### config.mk
export PLATFORM = sky130hd
export DESIGN_NAME = umcl_top
export DESIGN_NICKNAME = d
export VERILOG_FILES = /design/src/inc/umcl_pkg.sv /design/src/hw/umcl_err_count.sv /design/src/hw/umcl_top.sv
export SDC_FILE = /design/constraint.sdc
export NUM_CORES = 1
export LEC_CHECK = 0
export BUFFER_PORTS_ARGS = -buffer_cell sky130_fd_sc_hd__buf_4
export CORE_ASPECT_RATIO = 0.75
export CORE_MARGIN = 5
export CORE_UTILIZATION = 26
export DETAILED_ROUTE_END_ITERATION = 16
export GPL_TIMING_DRIVEN = 0
export PLACE_DENSITY_LB_ADDON = 0.12
export RECOVER_POWER = 25
export SLEW_MARGIN = 20
export SYNTH_ARGS = -nofsm -noshare
export SYNTH_HDL_FRONTEND = slang
export SYNTH_SLANG_ARGS = --single-unit
export TNS_END_PERCENT = 10
### constraint.sdc
create_clock -name clk -period 3.1 [get_ports clk]
set_clock_uncertainty 0.05 [all_clocks]
set_input_delay 0.155 -clock clk [delete_from_list [all_inputs] [get_ports clk]]
set_output_delay 0.155 -clock clk [all_outputs]
set_load 0.05 [all_outputs]
### src/inc/umcl_pkg.sv
// Purpose: Shared constants for the modem control and line status block
// Assumes: 8-bit register port, 3-bit register address
// Notes: Register addresses are local to this block's decoder

package umcl_pkg;

  // ---------------------------------------------------------------
  // Register port
  // ---------------------------------------------------------------
  localparam int ADDR_W = 3;
  localparam int DATA_W = 8;
  localparam logic [ADDR_W-1:0] MODEM_CONTROL_ADDR = 3'h4;
  localparam logic [ADDR_W-1:0] LINE_STATUS_ADDR = 3'h5;

  // ---------------------------------------------------------------
  // Modem control fields
  // ---------------------------------------------------------------
  localparam int MC_W = 5;
  localparam int MC_LOOP = 4;
  localparam int MC_CARRIER_FB = 3;
  localparam int MC_RING_FB = 2;
  localparam int MC_RTS = 1;
  localparam int MC_DTR = 0;
  localparam logic [MC_W-1:0] MC_RESET = 5'h00;

  // ---------------------------------------------------------------
  // Line status fields
  // ---------------------------------------------------------------
  localparam int LS_FIFO_ERR = 7;
  localparam int LS_TX_EMPTY = 6;
  localparam int LS_LOW_W = 6;

  // ---------------------------------------------------------------
  // Modem state order: cts, dsr, ring, carrier
  // ---------------------------------------------------------------
  localparam int MS_W = 4;
  localparam int MS_CTS = 0;
  localparam int MS_DSR = 1;
  localparam int MS_RING = 2;
  localparam int MS_CARRIER = 3;

  // ---------------------------------------------------------------
  // Receive FIFO
  // ---------------------------------------------------------------
  localparam int RX_FIFO_DEPTH = 128;

endpackage

### src/hw/umcl_err_count.sv
// Purpose: Counts errored characters held in the receive FIFO
// Assumes: Push, pop and flush strobes come from the FIFO controller
// Notes: Flag is registered and follows the count

`timescale 1ns/1ps

module umcl_err_count #(
  parameter int DEPTH = umcl_pkg::RX_FIFO_DEPTH
) (
  // Clock and reset
  input wire logic clk,
  input wire logic reset,
  // FIFO events
  input wire logic push,
  input wire logic push_err,
  input wire logic pop,
  input wire logic pop_err,
  input wire logic flush,
  // Summary
  output logic err_any
);
  import umcl_pkg::*;

  localparam int CW = $clog2(DEPTH + 1);

  generate
    if (DEPTH < 1)
    begin : g_bad
      $error("umcl_err_count: DEPTH must be at least 1");
    end
  endgenerate

  logic [CW-1:0] cnt_ff;
  logic [CW-1:0] nxt_cnt;
  logic err_ff;
  logic nxt_err;
  logic inc;
  logic dec;

  // ---------------------------------------------------------------
  // Count update
  // ---------------------------------------------------------------
  // Simultaneous errored push and pop cancel unless the count is zero, so no event is lost
  always_comb
  begin
    inc = push & push_err;
    dec = pop & pop_err & (cnt_ff != '0);
    nxt_cnt = cnt_ff;
    if (flush)
      nxt_cnt = '0;
    else if (inc && !dec && cnt_ff != CW'(DEPTH))
      nxt_cnt = cnt_ff + CW'(1);
    else if (dec && !inc)
      nxt_cnt = cnt_ff - CW'(1);
    nxt_err = (nxt_cnt != '0);
  end

  always_ff @(posedge clk)
  begin
    if (reset)
    begin
      cnt_ff <= '0;
      err_ff <= 1'b0;
    end
    else
    begin
      cnt_ff <= nxt_cnt;
      err_ff <= nxt_err;
    end
  end

  assign err_any = err_ff;

  err_flag_a: assert property (@(posedge clk) disable iff (reset)
    err_any == (cnt_ff != '0))
    else $error("error flag disagrees with count");

  err_clear_a: assert property (@(posedge clk) disable iff (reset)
    (cnt_ff == CW'(1) && pop && pop_err && !(push && push_err)) |=> !err_any)
    else $error("error flag not cleared after last errored pop");

  err_set_a: assert property (@(posedge clk) disable iff (reset)
    (push && push_err && !flush) |=> err_any)
    else $error("error flag not set after errored push");

endmodule

### src/hw/umcl_top.sv
// Purpose: Modem control register, loopback routing, line status bits 7:6
// Assumes: All pin inputs synchronous to clk; FIFO logic reports events
// Notes: Modem control bits 7:5 are outside this block and read as zero
//
// Added by the designer: the register offsets and the strobed register port.

`timescale 1ns/1ps

module umcl_top #(
  parameter int RX_DEPTH = umcl_pkg::RX_FIFO_DEPTH
) (
  // Clock and reset
  input wire logic clk,
  input wire logic reset,
  // Register port
  input wire logic [umcl_pkg::ADDR_W-1:0] reg_addr,
  input wire logic [umcl_pkg::DATA_W-1:0] reg_wdata,
  input wire logic reg_wr,
  input wire logic reg_rd,
  output logic [umcl_pkg::DATA_W-1:0] reg_rdata,
  // Transmitter status
  input wire logic fifo_en,
  input wire logic holding_empty,
  input wire logic tx_fifo_empty,
  input wire logic shift_empty,
  // Receive FIFO events
  input wire logic rx_push,
  input wire logic rx_push_err,
  input wire logic rx_pop,
  input wire logic rx_pop_err,
  input wire logic rx_flush,
  // Remaining line status bits
  input wire logic [umcl_pkg::LS_LOW_W-1:0] ls_low,
  // Serial data
  input wire logic tx_serial,
  output logic rx_serial,
  output logic tx_pin,
  input wire logic rx_pin,
  // Modem pins
  input wire logic cts_n_pin,
  input wire logic dsr_n_pin,
  input wire logic carrier_detect_in_n,
  input wire logic ring_indicator_in_n,
  output logic rts_n,
  output logic dtr_n,
  // Modem state toward status logic
  output logic [umcl_pkg::MS_W-1:0] modem_state,
  output logic [umcl_pkg::MS_W-1:0] modem_delta,
  output logic loopback_on
);
  import umcl_pkg::*;

  generate
    if (RX_DEPTH < 1)
    begin : g_bad
      $error("umcl_top: RX_DEPTH must be at least 1");
    end
  endgenerate

  // ---------------------------------------------------------------
  // Address decode
  // ---------------------------------------------------------------
  function automatic logic hit(input logic [ADDR_W-1:0] a,
                               input logic [ADDR_W-1:0] r);
    hit = (a == r);
  endfunction

  // ---------------------------------------------------------------
  // Modem control register
  // ---------------------------------------------------------------
  logic [MC_W-1:0] mc_ff;
  logic [MC_W-1:0] nxt_mc;
  logic loop_sel;

  always_comb
  begin
    nxt_mc = mc_ff;
    if (reg_wr && hit(reg_addr, MODEM_CONTROL_ADDR))
      nxt_mc = reg_wdata[MC_W-1:0];
  end

  always_ff @(posedge clk)
  begin
    if (reset)
      mc_ff <= MC_RESET;
    else
      mc_ff <= nxt_mc;
  end

  assign loop_sel = mc_ff[MC_LOOP];

  // ---------------------------------------------------------------
  // Pin and loopback routing
  // ---------------------------------------------------------------
  // Everything is registered so outputs never glitch on a mode change
  logic tx_pin_ff;
  logic rx_ser_ff;
  logic rts_n_ff;
  logic dtr_n_ff;
  logic loop_ff;
  logic nxt_tx_pin;
  logic nxt_rx_ser;
  logic nxt_rts_n;
  logic nxt_dtr_n;

  always_comb
  begin
    nxt_rts_n = ~mc_ff[MC_RTS];
    nxt_dtr_n = ~mc_ff[MC_DTR];
    if (loop_sel)
    begin
      // Line held at idle mark while looped back
      nxt_tx_pin = 1'b1;
      nxt_rx_ser = tx_serial;
    end
    else
    begin
      nxt_tx_pin = tx_serial;
      nxt_rx_ser = rx_pin;
    end
  end

  always_ff @(posedge clk)
  begin
    if (reset)
    begin
      tx_pin_ff <= 1'b1;
      rx_ser_ff <= 1'b1;
      rts_n_ff <= 1'b1;
      dtr_n_ff <= 1'b1;
      loop_ff <= 1'b0;
    end
    else
    begin
      tx_pin_ff <= nxt_tx_pin;
      rx_ser_ff <= nxt_rx_ser;
      rts_n_ff <= nxt_rts_n;
      dtr_n_ff <= nxt_dtr_n;
      loop_ff <= loop_sel;
    end
  end

  assign tx_pin = tx_pin_ff;
  assign rx_serial = rx_ser_ff;
  assign rts_n = rts_n_ff;
  assign dtr_n = dtr_n_ff;
  assign loopback_on = loop_ff;

  // ---------------------------------------------------------------
  // Modem state and change events
  // ---------------------------------------------------------------
  logic [MS_W-1:0] ms_ff;
  logic [MS_W-1:0] nxt_ms;
  logic [MS_W-1:0] delta_ff;
  logic [MS_W-1:0] nxt_delta;

  always_comb
  begin
    if (loop_sel)
    begin
      nxt_ms[MS_CTS] = mc_ff[MC_RTS];
      nxt_ms[MS_DSR] = mc_ff[MC_DTR];
      nxt_ms[MS_RING] = mc_ff[MC_RING_FB];
      nxt_ms[MS_CARRIER] = mc_ff[MC_CARRIER_FB];
    end
    else
    begin
      // Feedback bits are ignored outside loopback
      nxt_ms[MS_CTS] = ~cts_n_pin;
      nxt_ms[MS_DSR] = ~dsr_n_pin;
      nxt_ms[MS_RING] = ~ring_indicator_in_n;
      nxt_ms[MS_CARRIER] = ~carrier_detect_in_n;
    end
    nxt_delta = nxt_ms ^ ms_ff;
  end

  always_ff @(posedge clk)
  begin
    if (reset)
    begin
      ms_ff <= '0;
      delta_ff <= '0;
    end
    else
    begin
      ms_ff <= nxt_ms;
      delta_ff <= nxt_delta;
    end
  end

  assign modem_state = ms_ff;
  assign modem_delta = delta_ff;

  // ---------------------------------------------------------------
  // Line status bits
  // ---------------------------------------------------------------
  logic fifo_err;
  logic temt_ff;
  logic nxt_temt;

  umcl_err_count #(
    .DEPTH(RX_DEPTH)
  ) u_err (
    .clk(clk),
    .reset(reset),
    .push(rx_push),
    .push_err(rx_push_err),
    .pop(rx_pop),
    .pop_err(rx_pop_err),
    .flush(rx_flush),
    .err_any(fifo_err)
  );

  always_comb
  begin
    if (fifo_en)
      nxt_temt = tx_fifo_empty & shift_empty;
    else
      nxt_temt = holding_empty & shift_empty;
  end

  always_ff @(posedge clk)
  begin
    if (reset)
      temt_ff <= 1'b1;
    else
      temt_ff <= nxt_temt;
  end

  // ---------------------------------------------------------------
  // Read data
  // ---------------------------------------------------------------
  // Read data is zero outside the answer cycle, easing bus muxing
  logic [DATA_W-1:0] rd_ff;
  logic [DATA_W-1:0] nxt_rd;

  always_comb
  begin
    nxt_rd = '0;
    if (reg_rd && hit(reg_addr, MODEM_CONTROL_ADDR))
      nxt_rd = {{(DATA_W-MC_W){1'b0}}, mc_ff};
    else if (reg_rd && hit(reg_addr, LINE_STATUS_ADDR))
      nxt_rd = {fifo_err, temt_ff, ls_low};
  end

  always_ff @(posedge clk)
  begin
    if (reset)
      rd_ff <= '0;
    else
      rd_ff <= nxt_rd;
  end

  assign reg_rdata = rd_ff;

  // ---------------------------------------------------------------
  // Checks
  // ---------------------------------------------------------------
  loop_data_a: assert property (@(posedge clk) disable iff (reset)
    loop_sel |=> (rx_serial == $past(tx_serial) && tx_pin))
    else $error("loopback data not routed");

  rts_pin_a: assert property (@(posedge clk) disable iff (reset)
    (reg_wr && reg_addr == MODEM_CONTROL_ADDR)
    |=> ##1 (rts_n == !$past(reg_wdata[MC_RTS], 2)))
    else $error("rts pin does not follow control bit");

  dtr_pin_a: assert property (@(posedge clk) disable iff (reset)
    (reg_wr && reg_addr == MODEM_CONTROL_ADDR)
    |=> ##1 (dtr_n == !$past(reg_wdata[MC_DTR], 2)))
    else $error("dtr pin does not follow control bit");

  loop_enter_a: assert property (@(posedge clk) disable iff (reset)
    (reg_wr && reg_addr == MODEM_CONTROL_ADDR)
    |=> ##1 (loopback_on == $past(reg_wdata[MC_LOOP], 2)))
    else $error("loopback mode does not follow control bit");

  fb_bits_a: assert property (@(posedge clk) disable iff (reset)
    loop_sel |=> (modem_state[MS_CARRIER] == $past(mc_ff[MC_CARRIER_FB])
                  && modem_state[MS_RING] == $past(mc_ff[MC_RING_FB])))
    else $error("feedback bits not driving modem state");

  pins_norm_a: assert property (@(posedge clk) disable iff (reset)
    !loop_sel |=> (modem_state[MS_CARRIER] == !$past(carrier_detect_in_n)
                   && modem_state[MS_RING] == !$past(ring_indicator_in_n)))
    else $error("modem state not from pins in normal mode");

  ms_delta_a: assert property (@(posedge clk) disable iff (reset)
    $past(!reset) |-> modem_delta == (modem_state ^ $past(modem_state)))
    else $error("modem change event mismatch");

  temt_a: assert property (@(posedge clk) disable iff (reset)
    ##1 temt_ff == ($past(fifo_en) ? $past(tx_fifo_empty & shift_empty)
                                   : $past(holding_empty & shift_empty)))
    else $error("transmitter empty flag wrong");

  temt_busy_a: assert property (@(posedge clk) disable iff (reset)
    (!shift_empty) |=> !temt_ff)
    else $error("transmitter empty while shifting");

  mc_read_a: assert property (@(posedge clk) disable iff (reset)
    (reg_rd && reg_addr == MODEM_CONTROL_ADDR)
    |=> reg_rdata == {3'h0, $past(mc_ff)})
    else $error("modem control readback wrong");

  ls_read_a: assert property (@(posedge clk) disable iff (reset)
    (reg_rd && reg_addr == LINE_STATUS_ADDR)
    |=> reg_rdata[LS_FIFO_ERR] == $past(fifo_err))
    else $error("fifo error bit readback wrong");

  loop_cov_c: cover property (@(posedge clk) disable iff (reset)
    !loopback_on ##1 loopback_on);
  rts_cov_c: cover property (@(posedge clk) disable iff (reset)
    rts_n ##1 !rts_n);
  ferr_cov_c: cover property (@(posedge clk) disable iff (reset)
    fifo_err ##1 !fifo_err);
  temt_cov_c: cover property (@(posedge clk) disable iff (reset)
    fifo_en && !temt_ff ##1 temt_ff);

endmodule

-- Word-level counts from Yosys, hierarchy flattened
Index checks and enable logic that the tools add are counted.
Widths: inputs -> output; s select.
- flip-flop bits (word level): 36
- input port bits: 36
- output and inout bits: 21
- logic and storage cells: 51
- add/subtract/negate cells: 2
- eq/ne operators: 3
- multiplexer cells: 8
- bitwise operators: 13
- reductions and logical operators: 12
- operators with widths (operator ; count):
    $mux 8 ; 3
    $reduce_bool 8->1 ; 2
    $mux 5 ; 2
    $add 8x1->8 const B ; 1
    $ne 8x8->1 const B ; 1
    $sub 8x1->8 const B ; 1
    $not 1->1 ; 7
    $eq 3x3->1 const B ; 2
    $logic_and 1x1->1 ; 6
    $and 1x1->1 ; 5
    $mux 4 ; 1
    $xor 4x4->4 ; 1
    $reduce_or 3->1 ; 1
    $logic_not 1->1 ; 2
    $mux 1 ; 2
    $reduce_or 2->1 ; 1

-- Logic depth before layout (Yosys ltp)
Gate-level depths: netlist of run 1.
- depth in word-level cells: 8
- gate-level depth with buffers: 8
- depth with buffers taken out: 8

-- Hierarchy
From an unflattened synthesis of run 1, not the netlist that was laid out.
- cell total of the unflattened synthesis: 172
- area total of the unflattened synthesis: 1686.6 µm²
- modules (own cells, without submodules) (module ; times used ; cells each ; area each (µm²) ; seq. area each (µm²)):
    umcl_top ; 1 ; 85 ; 977.2 ; 540.5
    umcl_err_count ; 1 ; 87 ; 709.4 ; 180.2

-- Worst setup path after synthesis of run 1
OpenSTA, ideal clock, no wires.
- kind: register to register
- start point: register u_err.cnt_ff[0]
- end point: register u_err.err_ff (netlist: u_err.err_any)
- setup time: 0.131 ns
- data arrival time: 1.666 ns
- data required time: 2.919 ns
- setup slack: 1.253 ns
- cell stages (with the launch flop): 9
- path buffers: 0
- clock period less this slack: 1.847 ns
- cell sequence: dfxtp_1 inv_1 ha_1 nand2b_1 nor4b_4 o21ai_1 xor2_1 nor4_1 a31oi_1
- word-level cells in the longest chain between the ends: 8
- elaborated cells on any way between the ends: 13
- those cells by class: add/sub: 2; eq/ne: 1; mux: 3; bitwise: 1; reduce/logical: 6
- RTL lines (element ; line ; RTL):
    start: declaration ; umcl_err_count.sv:33 ; logic [CW-1:0] cnt_ff;
    start signal: assignment ; umcl_err_count.sv:67 ; cnt_ff <= nxt_cnt;
    branches (longest 5 deep; another with $sub 8x1->8) ; - ;
    $mux 8 (*) ; umcl_err_count.sv:51 ; else if (inc && !dec && cnt_ff != CW'(DEPTH))
    $mux 8 (*) ; umcl_err_count.sv:49 ; if (flush)
    $reduce_bool 8->1 (*) ; umcl_err_count.sv:55 ; nxt_err = (nxt_cnt != '0);
    end signal: assignment ; umcl_err_count.sv:68 ; err_ff <= nxt_err;
    end: declaration ; umcl_err_count.sv:35 ; logic err_ff;
Mark *: on every way between the ends.
A chain may end at the register's enable or synchronous reset.

-- Final worst setup path of run 1
Same ends and word-level chain as after synthesis.

==> results of run 1 <==
-- per-layer routing --
| layer | part of all wire (%) | track usage (%) | vias to the layer above | wire [µm] |
|---|---|---|---|---|
| li1 | - | - | 697 | - |
| met1 | 50 | 16.1 | 615 | 2050 |
| met2 | 40 | 14.7 | 45 | 1660 |
| met3 | 8.8 | 4.07 | 5 | 360 |
| met4 | 0.83 | 2.79 | 0 | 34 |
| met5 | 0 | 0 | - | 0 |
-- worst max-delay path, delay by kind of cell, from the launching register on --
| family | cells | cell delay, ns |
|---|---|---|
| XOR/XNOR | 1 | 0.16 |
| AO/OA/AOI/OAI | 2 | 0.26 |
| adder cells (fa/ha/maj) | 1 | 0.25 |
| flip-flops | 1 | 0.38 |
| buffers and inverters | 1 | 0.10 |
| AND/OR/NAND/NOR | 3 | 0.75 |
-- placed cells by master (no fill, tap or decap), drive strengths merged, types with 6 or more instances in the layout --
cell / n
buf: 44
xnor2: 7
nor2: 22
mux2i: 9
dfxtp: 36
inv: 7
xor2: 6
clkbuf: 22
nor2b: 6
nand2: 10
-- cell families after synthesis --
group / after synthesis / share of synthesized area (%)
buf+inv: 13 / 4.01
mux: 10 / 6.25
fa+ha+maj: 3 / 2.31
flops: 36 / 44.4
xor+xnor: 13 / 7.48
compound gates: 20 / 9.95
simple gates: 72 / 25.6
-- flip-flops by register name, indices dropped and copies added, names as in the netlist --
signal and flops:
reg_rdata 8, u_err.err_any 1, rts_n 1, rx_serial 1, mc_ff 5, tx_pin 1, modem_delta 4, modem_state 4
loopback_on 1, temt_ff 1, dtr_n 1, u_err.cnt_ff 8
-- stage by stage --
step                      worst slack (ns)  hold slack, ns
final                                 1.00          0.0117
after detailed placement              1.01           0.304
after floorplan                       1.25           0.204
after global routing                 0.864          0.0177
after global placement               0.978           0.304
after CTS                            0.991         0.00535
-- where the power goes --
group	internal, mW	total [mW]	switching [mW]
combinational	0.0758	0.179	0.103
sequential	0.479	0.489	0.0102
clock	0.198	0.361	0.163
total	0.753	1.03	0.277
-- layout make-up --
type                       instances  area, µm²  area share (%)
buffer                             6       38.8            1.78
clock buffer                       7       96.3            4.43
inverter                           7       26.3            1.21
multi-input combinational        118        842            38.7
sequential                        36        721            33.1
tap                               78       97.6            4.49
timing repair buffer              53        353            16.2
-- final timing paths --
kind	slack [ns]	to	cells past startpoint	start
setup / recovery	1.00	u_err.err_any	8	u_err.cnt_ff[0]
hold / removal	0.01	tx_pin	2	tx_serial
setup reg to reg	1.00	u_err.err_any	8	u_err.cnt_ff[0]
hold reg to reg	0.37	reg_rdata[6]	1	temt_ff
==> impl_results.md, run 1 <==
* Max Root-Sink Buffers at 2
* Number of synthesized register bits at 36
* Worst path slowest cell: dfxtp_1
* Vias per cell at 4.47
* Clk slew on worst S/H paths at 0.07 ns
* Ant diodes at 0
* CTS H-tree lvls at 2
* Setup TNS at 0 ns
* Prevailing post-synth register cell: dfxtp_1
* CP Data Required Time at 3.20 ns
* Syn Inst Count at 167
* CP startpoint kind: register
* CTS root buffer: clkbuf_8
* # setup viols final at 0
* CP cell instances: inv_1, ha_1, nand2b_1, nor4b_4, o21ai_1, xor2_1, nor4_1, a31oi_1
* Die area at 7940 µm²
* Power Dens Cells at 474 nW/µm²
* Max Fclk at 476 MHz
* Crit share post-route at 67.7%
* Largest net degree at the start of global routing at 11
* Max-cap viol count at 0
* Number of remaining DRC errors at 0
* Mapped cell area at 1620 µm²
* Worst hold path type: in -> reg
* Vias in the first global route at 1,402
* Crit Path Class: reg -> reg
* Mean Syn Cell Area at 9.72 µm²
* Largest stage delay on the critical path at 0.38 ns
* Post-Syn Nets at 206
* Sequential fraction of the synthesis area at 44.4%
* Final non-filler cell total at 305
* Layout net count at 266
* Post-CTS setup buffer count at 0
* Max-slew violation count at 0
* First-pass GRT wire length at 6770 µm
* # rows at 24
* Drt wl/cell at 13.5 µm
* DRT Pass-1 Iters at 4
* Status: finished clean
* Post-synth top cells: 36 x dfxtp_1, 22 x nor2_1, 10 x nand2_1
* I/O Pins at 57
* Count of flip-flops with a built-in enable after synthesis at 0
* DRT antenna net count at 0
* Synth area leader: dfxtp_1
* Leading cell type by number of instances after synthesis: dfxtp_1
* Placed cell area at 2120 µm²
* Core footprint at 5950 µm²
* Worst rel slew slack at 32.1%
* CTS tree: built
* Post-Route WL at 4100 µm
* Fin. Hold Viols at 0
* Fillers at 651
* Synth warn at 0
* Post-cts sizing count at 0
* Layout cell share with drive strength beyond 1 at 26.9%
* Initial core utilization at 27.3%
* Detailed Route Iter0 Violations at 60
* Port buffer count at 53
* RSZ-0062 raised after global routing: false
* Die X at 101 µm
* Top cell type's share of synthesized area at 44.4%
* Dpl cells at 298
* Final instance area at 2170 µm²
* All-layer global routing usage at 10.9%
* Final min period at 2.10 ns
* Final Power at 1.03 mW
* CTS buffer count at 5
* Initial antenna violation count at 0
* Leak pwr at 0.904 nW
* CTS Hold Bufs at 0
* Data arrival, critical path at 2.20 ns
* Final Wtd Congestion at 0.771
* Worst Tran Pin Value at 1.01 ns
* Skew-Pair Late Insertion Delay at 0.29 ns
* Cell variety after synth at 42
* Async set or reset register ratio after synthesis at 0%
* Peak supply drop at 0.000224 V
* Top cells by area, synth: dfxtp_1 44%, mux2i_1 5.6%, nor2_1 5.1%
* Die Span Y at 78.4 µm
* # clock sinks at 36
* P&R area growth vs syn at 34.0%
* Detailed Place HPWL at 3150 µm
* Layout Utilization at 36.6%
* Endpoint type of the worst setup path: register
* Crit path max fanout at 7
* GR Overflow Total at 0
* Vias post-DR at 1,362
Note: power is estimated with default switching activity, not from simulation.
==> run 2: changes to the inputs <==
- ABC_AREA: unset -> 1
- clock period: 3.1 -> 1.9 ns (I/O delays scaled with it)
==> impl_results.md, run 2 <==
* Status: finished clean
* Mapped cell area at 1750 µm² (+7.9%)
* All-layer global routing usage at 11.4% (+0.54 points)
* Most common cell after layout, fill and taps aside: nand2_1
* Initial core utilization at 27.3% (about the same)
* Critical path buffers and inverters at 3 (+2)
* P&R area growth vs syn at 40.4%
* Port buffer count at 52 (-1.9%)
* Detailed Place HPWL at 3710 µm (+18%)
* Data arrival, critical path at 1.86 ns (-0.34 ns)
* Largest stage delay on the critical path at 0.38 ns (about the same)
* CP Data Required Time at 2.00 ns (-1.20 ns)
* Sequential fraction of the synthesis area at 41.2% (-3.2 points)
* Synth warn at 0 (unchanged)
* Largest net degree at the start of global routing at 11 (unchanged)
* Peak supply drop at 0.000275 V (+23%)
* Endpoint type of the worst setup path: register
* Most frequent cells in the layout: 55 x nand2_1, 43 x buf_4, 34 x inv_1, 34 x dfxtp_1, 27 x nor2_1
* Setup TNS at 0 ns (unchanged)
* Number of synthesized register bits at 36 (unchanged)
* Synth area leader: dfxtp_1
* Ant diodes at 0 (unchanged)
* Vias in the first global route at 1,598 (+14%)
* DRT Pass-1 Iters at 4 (unchanged)
* Area occupied by multi-input gates at 917 µm² (+8.9%)
* Place WS at -0.233 ns (-1.24 ns)
* CP startpoint kind: register
* Top cell type's share of synthesized area at 41.2% (-3.2 points)
* Post-Route WL at 4880 µm (+19%)
* Leak pwr at 1.18 nW (+31%)
* CTS tree: built
* Post-synth top cells: 57 x nand2_1, 37 x inv_1, 36 x dfxtp_1
* Max-slew violation count at 0 (unchanged)
* Crit share post-route at 92.7% (+25 points)
* Core footprint at 6410 µm² (+7.8%)
* Clk slew on worst S/H paths at 0.07 ns (about the same)
* Fillers at 694 (+6.6%)
* Reg2Reg Launch Point: u_err.cnt_ff[0]
* Vias post-DR at 1,747 (+28%)
* Hold WS at 0.0115 ns (-0.000237 ns)
* Post-Syn Nets at 291 (+41%)
* Fin. Hold Viols at 0 (unchanged)
* Worst hold path type: in -> reg
* I/O Pins at 57 (unchanged)
* Die Span Y at 81.1 µm (+3.4%)
* CP Launch Point: u_err.cnt_ff[0]
* Async set or reset register ratio after synthesis at 0% (unchanged)
* R2R depth at 13 (+5)
* CTS buffer count at 5 (unchanged)
* Reg area at 728 µm² (+1.0%)
* Layout Utilization at 38.3% (+1.7 points)
* Final Power at 1.88 mW (+83%)
* Max Fclk at 568 MHz (+19%)
* Detailed Route Iter0 Violations at 65 (+8.3%)
* Layout cell share with drive strength beyond 1 at 25.4% (-1.5 points)
* Worst rel slew slack at 56.4% (+24 points)
* Worst flop-to-flop path endpoint: u_err.err_any
* Initial antenna violation count at 0 (unchanged)
* Count of flip-flops with a built-in enable after synthesis at 0 (unchanged)
* Skew-Pair Late Insertion Delay at 0.27 ns (-0.02 ns)
* CTS H-tree lvls at 2 (unchanged)
* Mean Syn Cell Area at 6.95 µm² (-29%)
* Number of remaining DRC errors at 0 (unchanged)
* First-pass GRT wire length at 7800 µm (+15%)
* # setup viols final at 0 (unchanged)
* Crit path max fanout at 7 (unchanged)
* Max-cap viol count at 0 (unchanged)
* WP depth at 13 (+5)
* Worst Tran Pin Value at 0.656 ns (-0.355 ns)
* GR Overflow Total at 0 (unchanged)
* CP cell instances: inv_4, ha_4, nand2_1, inv_1, nand2_4, nand2_2, nand2_4, buf_6, nand2_1, nand3_1, nand2_2, nor2_4, a21oi_1
* Top cells by area, synth: dfxtp_1 41%, nand2_1 12%, inv_1 7.9%
* # clock sinks at 36 (unchanged)
* DRT antenna net count at 0 (unchanged)
* CP endpoint: u_err.err_any
* Final Wtd Congestion at 0.773 (+0.36%)
* Layout net count at 358 (+35%)
* Prevailing post-synth register cell: dfxtp_1
* Die area at 8490 µm² (+7.0%)
* Die X at 105 µm (+3.5%)
* Largest delay share family, worst path: simple AND/OR/NAND/NOR gates
* # rows at 25 (+4.2%)
* CTS root buffer: clkbuf_8
* Final min period at 1.76 ns (-0.338 ns)
* Cell variety after synth at 24 (-43%)
* R2R Setup Slk at 0.14 ns (-0.86 ns)
* Syn Inst Count at 252 (+51%)
* Drt wl/cell at 12.2 µm (-9.3%)
* Leading cell type by number of instances after synthesis: nand2_1
* Vias per cell at 4.37 (-2.2%)
* Crit Path Class: reg -> reg
* Max Root-Sink Buffers at 2 (unchanged)
* Worst path slowest cell: dfxtp_4
* Worst Slack Setup Final at 0.139 ns (-0.862 ns)
* Power Dens Cells at 767 nW/µm² (+62%)
run 2: worst min path at each step:
stage / cells past startpoint / end / from / slack (ns)
floorplan: 2 / tx_pin / tx_serial / 0.13
finish: 3 / reg_rdata[3] / ls_low[3] / 0.01
global placement: 3 / tx_pin / tx_serial / 0.23
global route: 3 / reg_rdata[1] / ls_low[1] / 0.0009
CTS: 3 / reg_rdata[1] / ls_low[1] / 0.004
detailed placement: 3 / tx_pin / tx_serial / 0.24
run 2: worst reg2reg max path, stage by stage, from the launching register on:
cell     delay, ns
dfxtp_4       0.38
inv_4         0.06
ha_4          0.17
nand2_1       0.09
inv_1         0.07
nand2_4       0.10
nand2_2       0.08
nand2_4       0.10
buf_6         0.12
nand2_1       0.05
nand3_1       0.09
nand2_2       0.09
nor2_4        0.12
a21oi_1       0.07
run 2: where the power goes:
| part | internal (mW) | switching, mW |
|---|---|---|
| clock network | 0.323 | 0.252 |
| registers | 0.791 | 0.0207 |
| logic | 0.197 | 0.301 |
| total | 1.31 | 0.574 |
run 2: metal layers:
layer	track usage, %	routed length (µm)
met1	16.3	2330
met2	15.2	2020
met3	5.24	505
met4	3.07	24
met5	0	0
run 2: cells by family after synthesis:
kind of cell | share of synthesized area (%)
simple gates | 33.0
buf+inv | 10.7
flops | 41.2
compound gates | 10.5
xor+xnor | 2.50
fa+ha+maj | 2.14
run 2: per-stage QoR:
step	std cells	area [µm²]
detailed placement	385	2240
finish	400	2460
global route	400	2460
CTS	396	2380
global placement	385	2240
floorplan	252	1750
run 2: area by class of cell:
| type | count | share of cell area [%] |
|---|---|---|
| buffer | 7 | 1.83 |
| clock buffer | 7 | 3.92 |
| inverter | 38 | 6.01 |
| multi-input combinational | 172 | 37.3 |
| sequential | 36 | 29.6 |
| tap | 81 | 4.12 |
| timing repair buffer | 59 | 17.2 |
run 2: repair_timing:
| item | 4_1_cts | 5_1_grt |
|---|---|---|
| cloned | 0 | 2 |
| resized for setup | 5 | 22 |
| pin swaps | 1 | 4 |
| hold buffers | 3 | 0 |
| endpoints found under the hold margin | 3 | 0 |
| buffers inserted | 1 | 2 |
| setup endpoints to repair | 1 | 2 |
==> run 3: changes to the inputs <==
- BUFFER_PORTS_ARGS: -buffer_cell sky130_fd_sc_hd__buf_4 -> unset
- DONT_BUFFER_PORTS: unset -> 1
- SYNTH_HIERARCHICAL: unset -> 1
==> impl_results.md, run 3 <==
* Status: finished clean
* Synth area leader: dfxtp_1
* Synth Area in Simple Gates at 44.1% (+11 points)
* Post-synth top cells: 83 x nand2_1, 46 x nor2_1, 39 x nand3_1
* Most common cell after layout, fill and taps aside: nand2_1
* Most frequent cells in the layout: 83 x nand2_1, 45 x nor2_1, 39 x nand3_1
* Top cell type's share of synthesized area at 37.2% (-3.9 points)
* Syn Inst Count at 291 (+15%)
* Final min period at 1.74 ns (-0.0236 ns)
* Drt wl/cell at 11.9 µm (-2.8%)
* Initial core utilization at 26.5% (-0.77 points)
* Max Root-Sink Buffers at 2 (unchanged)
* Switching share of total power at 31.3% (+0.83 points)
* Top cells by area, synth: dfxtp_1 37%, nand2_1 16%, nand3_1 10%
* CP startpoint kind: input pin
* Dpl cells at 392 (+1.8%)
* Vias post-DR at 1,789 (+2.4%)
* Layout cell share with drive strength beyond 1 at 11.8% (-14 points)
* Leading cell type by number of instances after synthesis: nand2_1
* I/O Pins at 57 (unchanged)
* Prevailing post-synth register cell: dfxtp_1
* CTS tree: built
* Peak supply drop at 0.000350 V (+27%)
* Pint at 1.23 mW (-6.2%)
* XOR/XNOR Fraction of Synth Area at 3.17% (+0.67 points)
* RSZ-0062 raised after global routing: false
* Fillers at 844 (+22%)
* Reg power frac at 49.2% (+6.1 points)
* CTS buffer count at 5 (unchanged)
* CTS H-tree lvls at 2 (unchanged)
* Max Fclk at 575 MHz (+1.4%)
* Count of flip-flops with a built-in enable after synthesis at 0 (unchanged)
* Worst hold path type: in -> reg
* Vias in the first global route at 1,659 (+3.8%)
* Worst Tran Pin Value at 0.538 ns (-0.118 ns)
* Final non-filler cell total at 423 (+5.8%)
* Setup TNS at 0 ns (unchanged)
* Switch Pwr at 560 µW (-2.5%)
* DRT antenna net count at 0 (unchanged)
* DRT Pass-1 Iters at 4 (unchanged)
* Vias per cell at 4.23 (-3.2%)
* Core footprint at 7300 µm² (+14%)
* Largest family of logic cells by synthesized area: simple AND/OR/NAND/NOR gates
* CTS root buffer: clkbuf_8
* Detailed Place HPWL at 3850 µm (+3.6%)
* Detailed Route Iter0 Violations at 83 (+28%)
* All-layer global routing usage at 11.7% (+0.25 points)
* P&R area growth vs syn at 23.9%
* Max-slew violation count at 0 (unchanged)
* Crit path max fanout at 10 (+3)
* Crit share post-route at 91.5% (-1.2 points)
* Combinational Power Share at 19.7% (-6.7 points)
* Adder-Cell Fraction of Synth Area at 1.94% (-0.21 points)
* Synth warn at 6 (+6)
* Die X at 110 µm (+4.7%)
* # rows at 27 (+8.0%)
* Post-Syn Nets at 330 (+13%)
* Fin. Hold Viols at 0 (unchanged)
* R2R Setup Slk at 0.17 ns (+0.03 ns)
* First-pass GRT wire length at 8440 µm (+8.2%)
* Max-cap viol count at 0 (unchanged)
* Clock power share at 31.2% (+0.7 points)
* Crit Path Class: in -> reg
* # setup viols final at 0 (unchanged)
* Sequential fraction of the synthesis area at 37.2% (-3.9 points)
* Layout net count at 360 (+0.56%)
* Endpoint type of the worst setup path: register
* Die Span Y at 84.7 µm (+4.5%)
* CP Data Required Time at 2.03 ns (+0.03 ns)
* Final Wtd Congestion at 0.757 (-2.2%)
* Post-Route WL at 5020 µm (+2.8%)
* Port buffer count at 0 (-100%)
* Die area at 9290 µm² (+9.4%)
* Clk slew on worst S/H paths at 0.07 ns (about the same)
* Worst rel slew slack at 64.1% (+7.7 points)
* Power Dens Cells at 746 nW/µm² (-2.7%)
* Multiplexer area fraction after synthesis at 0% (unchanged)
* Skew-Pair Late Insertion Delay at 0.28 ns (about the same)
* Cell variety after synth at 25 (+4.2%)
* Data arrival, critical path at 1.86 ns (about the same)
* Synth Area in Compound Gates at 3.56% (-7.0 points)
* Number of remaining DRC errors at 0 (unchanged)
* GR Overflow Total at 0 (unchanged)
* # clock sinks at 36 (unchanged)
* Mapped cell area at 1940 µm² (+11%)
* Async set or reset register ratio after synthesis at 0% (unchanged)
* Ant diodes at 0 (unchanged)
* Leak pwr at 1.15 nW (-3.0%)
* Largest net degree at the start of global routing at 11 (unchanged)
* Initial antenna violation count at 0 (unchanged)
* Number of synthesized register bits at 36 (unchanged)
* Mean Syn Cell Area at 6.65 µm² (-4.2%)
run 3: layout make-up:
type | instances | area, µm² | share of cell area (%)
multi-input combinational | 209 | 1030 | 43.0
buffer | 4 | 30.0 | 1.25
inverter | 42 | 165 | 6.89
timing repair buffer | 23 | 225 | 9.39
clock buffer | 8 | 90.1 | 3.76
sequential | 36 | 729 | 30.4
tap | 101 | 126 | 5.27
run 3: worst paths after layout:
kind | from | end | cells after the start
worst max-delay path | reset | temt_ff | 5
worst min-delay path | carrier_detect_in_n | modem_delta[3] | 5
worst max register to register | mc_ff[4] | modem_state[2] | 5
worst min register to register | temt_ff | reg_rdata[6] | 2
run 3: kinds of logic (layout without fill, tap and decap cells):
kind of cell               count (synthesis)  in the layout
DFF                                       36             36
buffers and inverters                     46             77
adders and majority gates                  3              3
xor gates and xnor gates                   7              7
and+or+nand+nor                          188            188
AOI/OAI and AO/OA                         11             11
run 3: worst max-delay path: stages:
cell and delay [ns]:
dlygate4sd3_1 0.68, inv_1 0.28, buf_6 0.19, o21ai_0 0.07
dlygate4sd3_1 0.55
run 3: routing by layer:
layer / GRT usage, % / up-vias / routed length, µm
li1: - / 953 / -
met5: 0 / - / 0
met3: 3.92 / 7 / 379
met4: 3.06 / 0 / 57
met2: 14.9 / 46 / 1970
met1: 18.1 / 783 / 2610
run 3: metrics by stage:
| step | setup slack, ns | area [µm²] | power (mW) | utilization (%) | hold WS (ns) |
|---|---|---|---|---|---|
| floorplan | 0.264 | 1940 | 1.15 | - | 0.117 |
| global placement | -0.127 | 2060 | 1.21 | 28.3 | 0.122 |
| detailed placement | -0.102 | 2060 | 1.21 | 28.3 | 0.120 |
| CTS | 0.0151 | 2370 | 1.81 | 32.5 | 0.00656 |
| global route | 0.0174 | 2400 | 1.91 | 32.9 | 0.0349 |
| finish | 0.162 | 2400 | 1.79 | 32.9 | 0.0152 |
run 3: what timing repair did:
action	CTS	global route
hold endpoints to repair	26	0
buffers inserted	0	2
pin swaps	1	4
hold buffers	21	0
resized for setup	4	7
setup endpoints to repair	1	1
run 3: power groups by stage:
stage	clock [mW]	combinational, mW	sequential (mW)
after global routing	0.613	0.409	0.885
after CTS	0.581	0.352	0.881
after floorplan	0	0.259	0.887
final	0.557	0.352	0.880
after global placement	0	0.310	0.899
after detailed placement	0	0.308	0.898
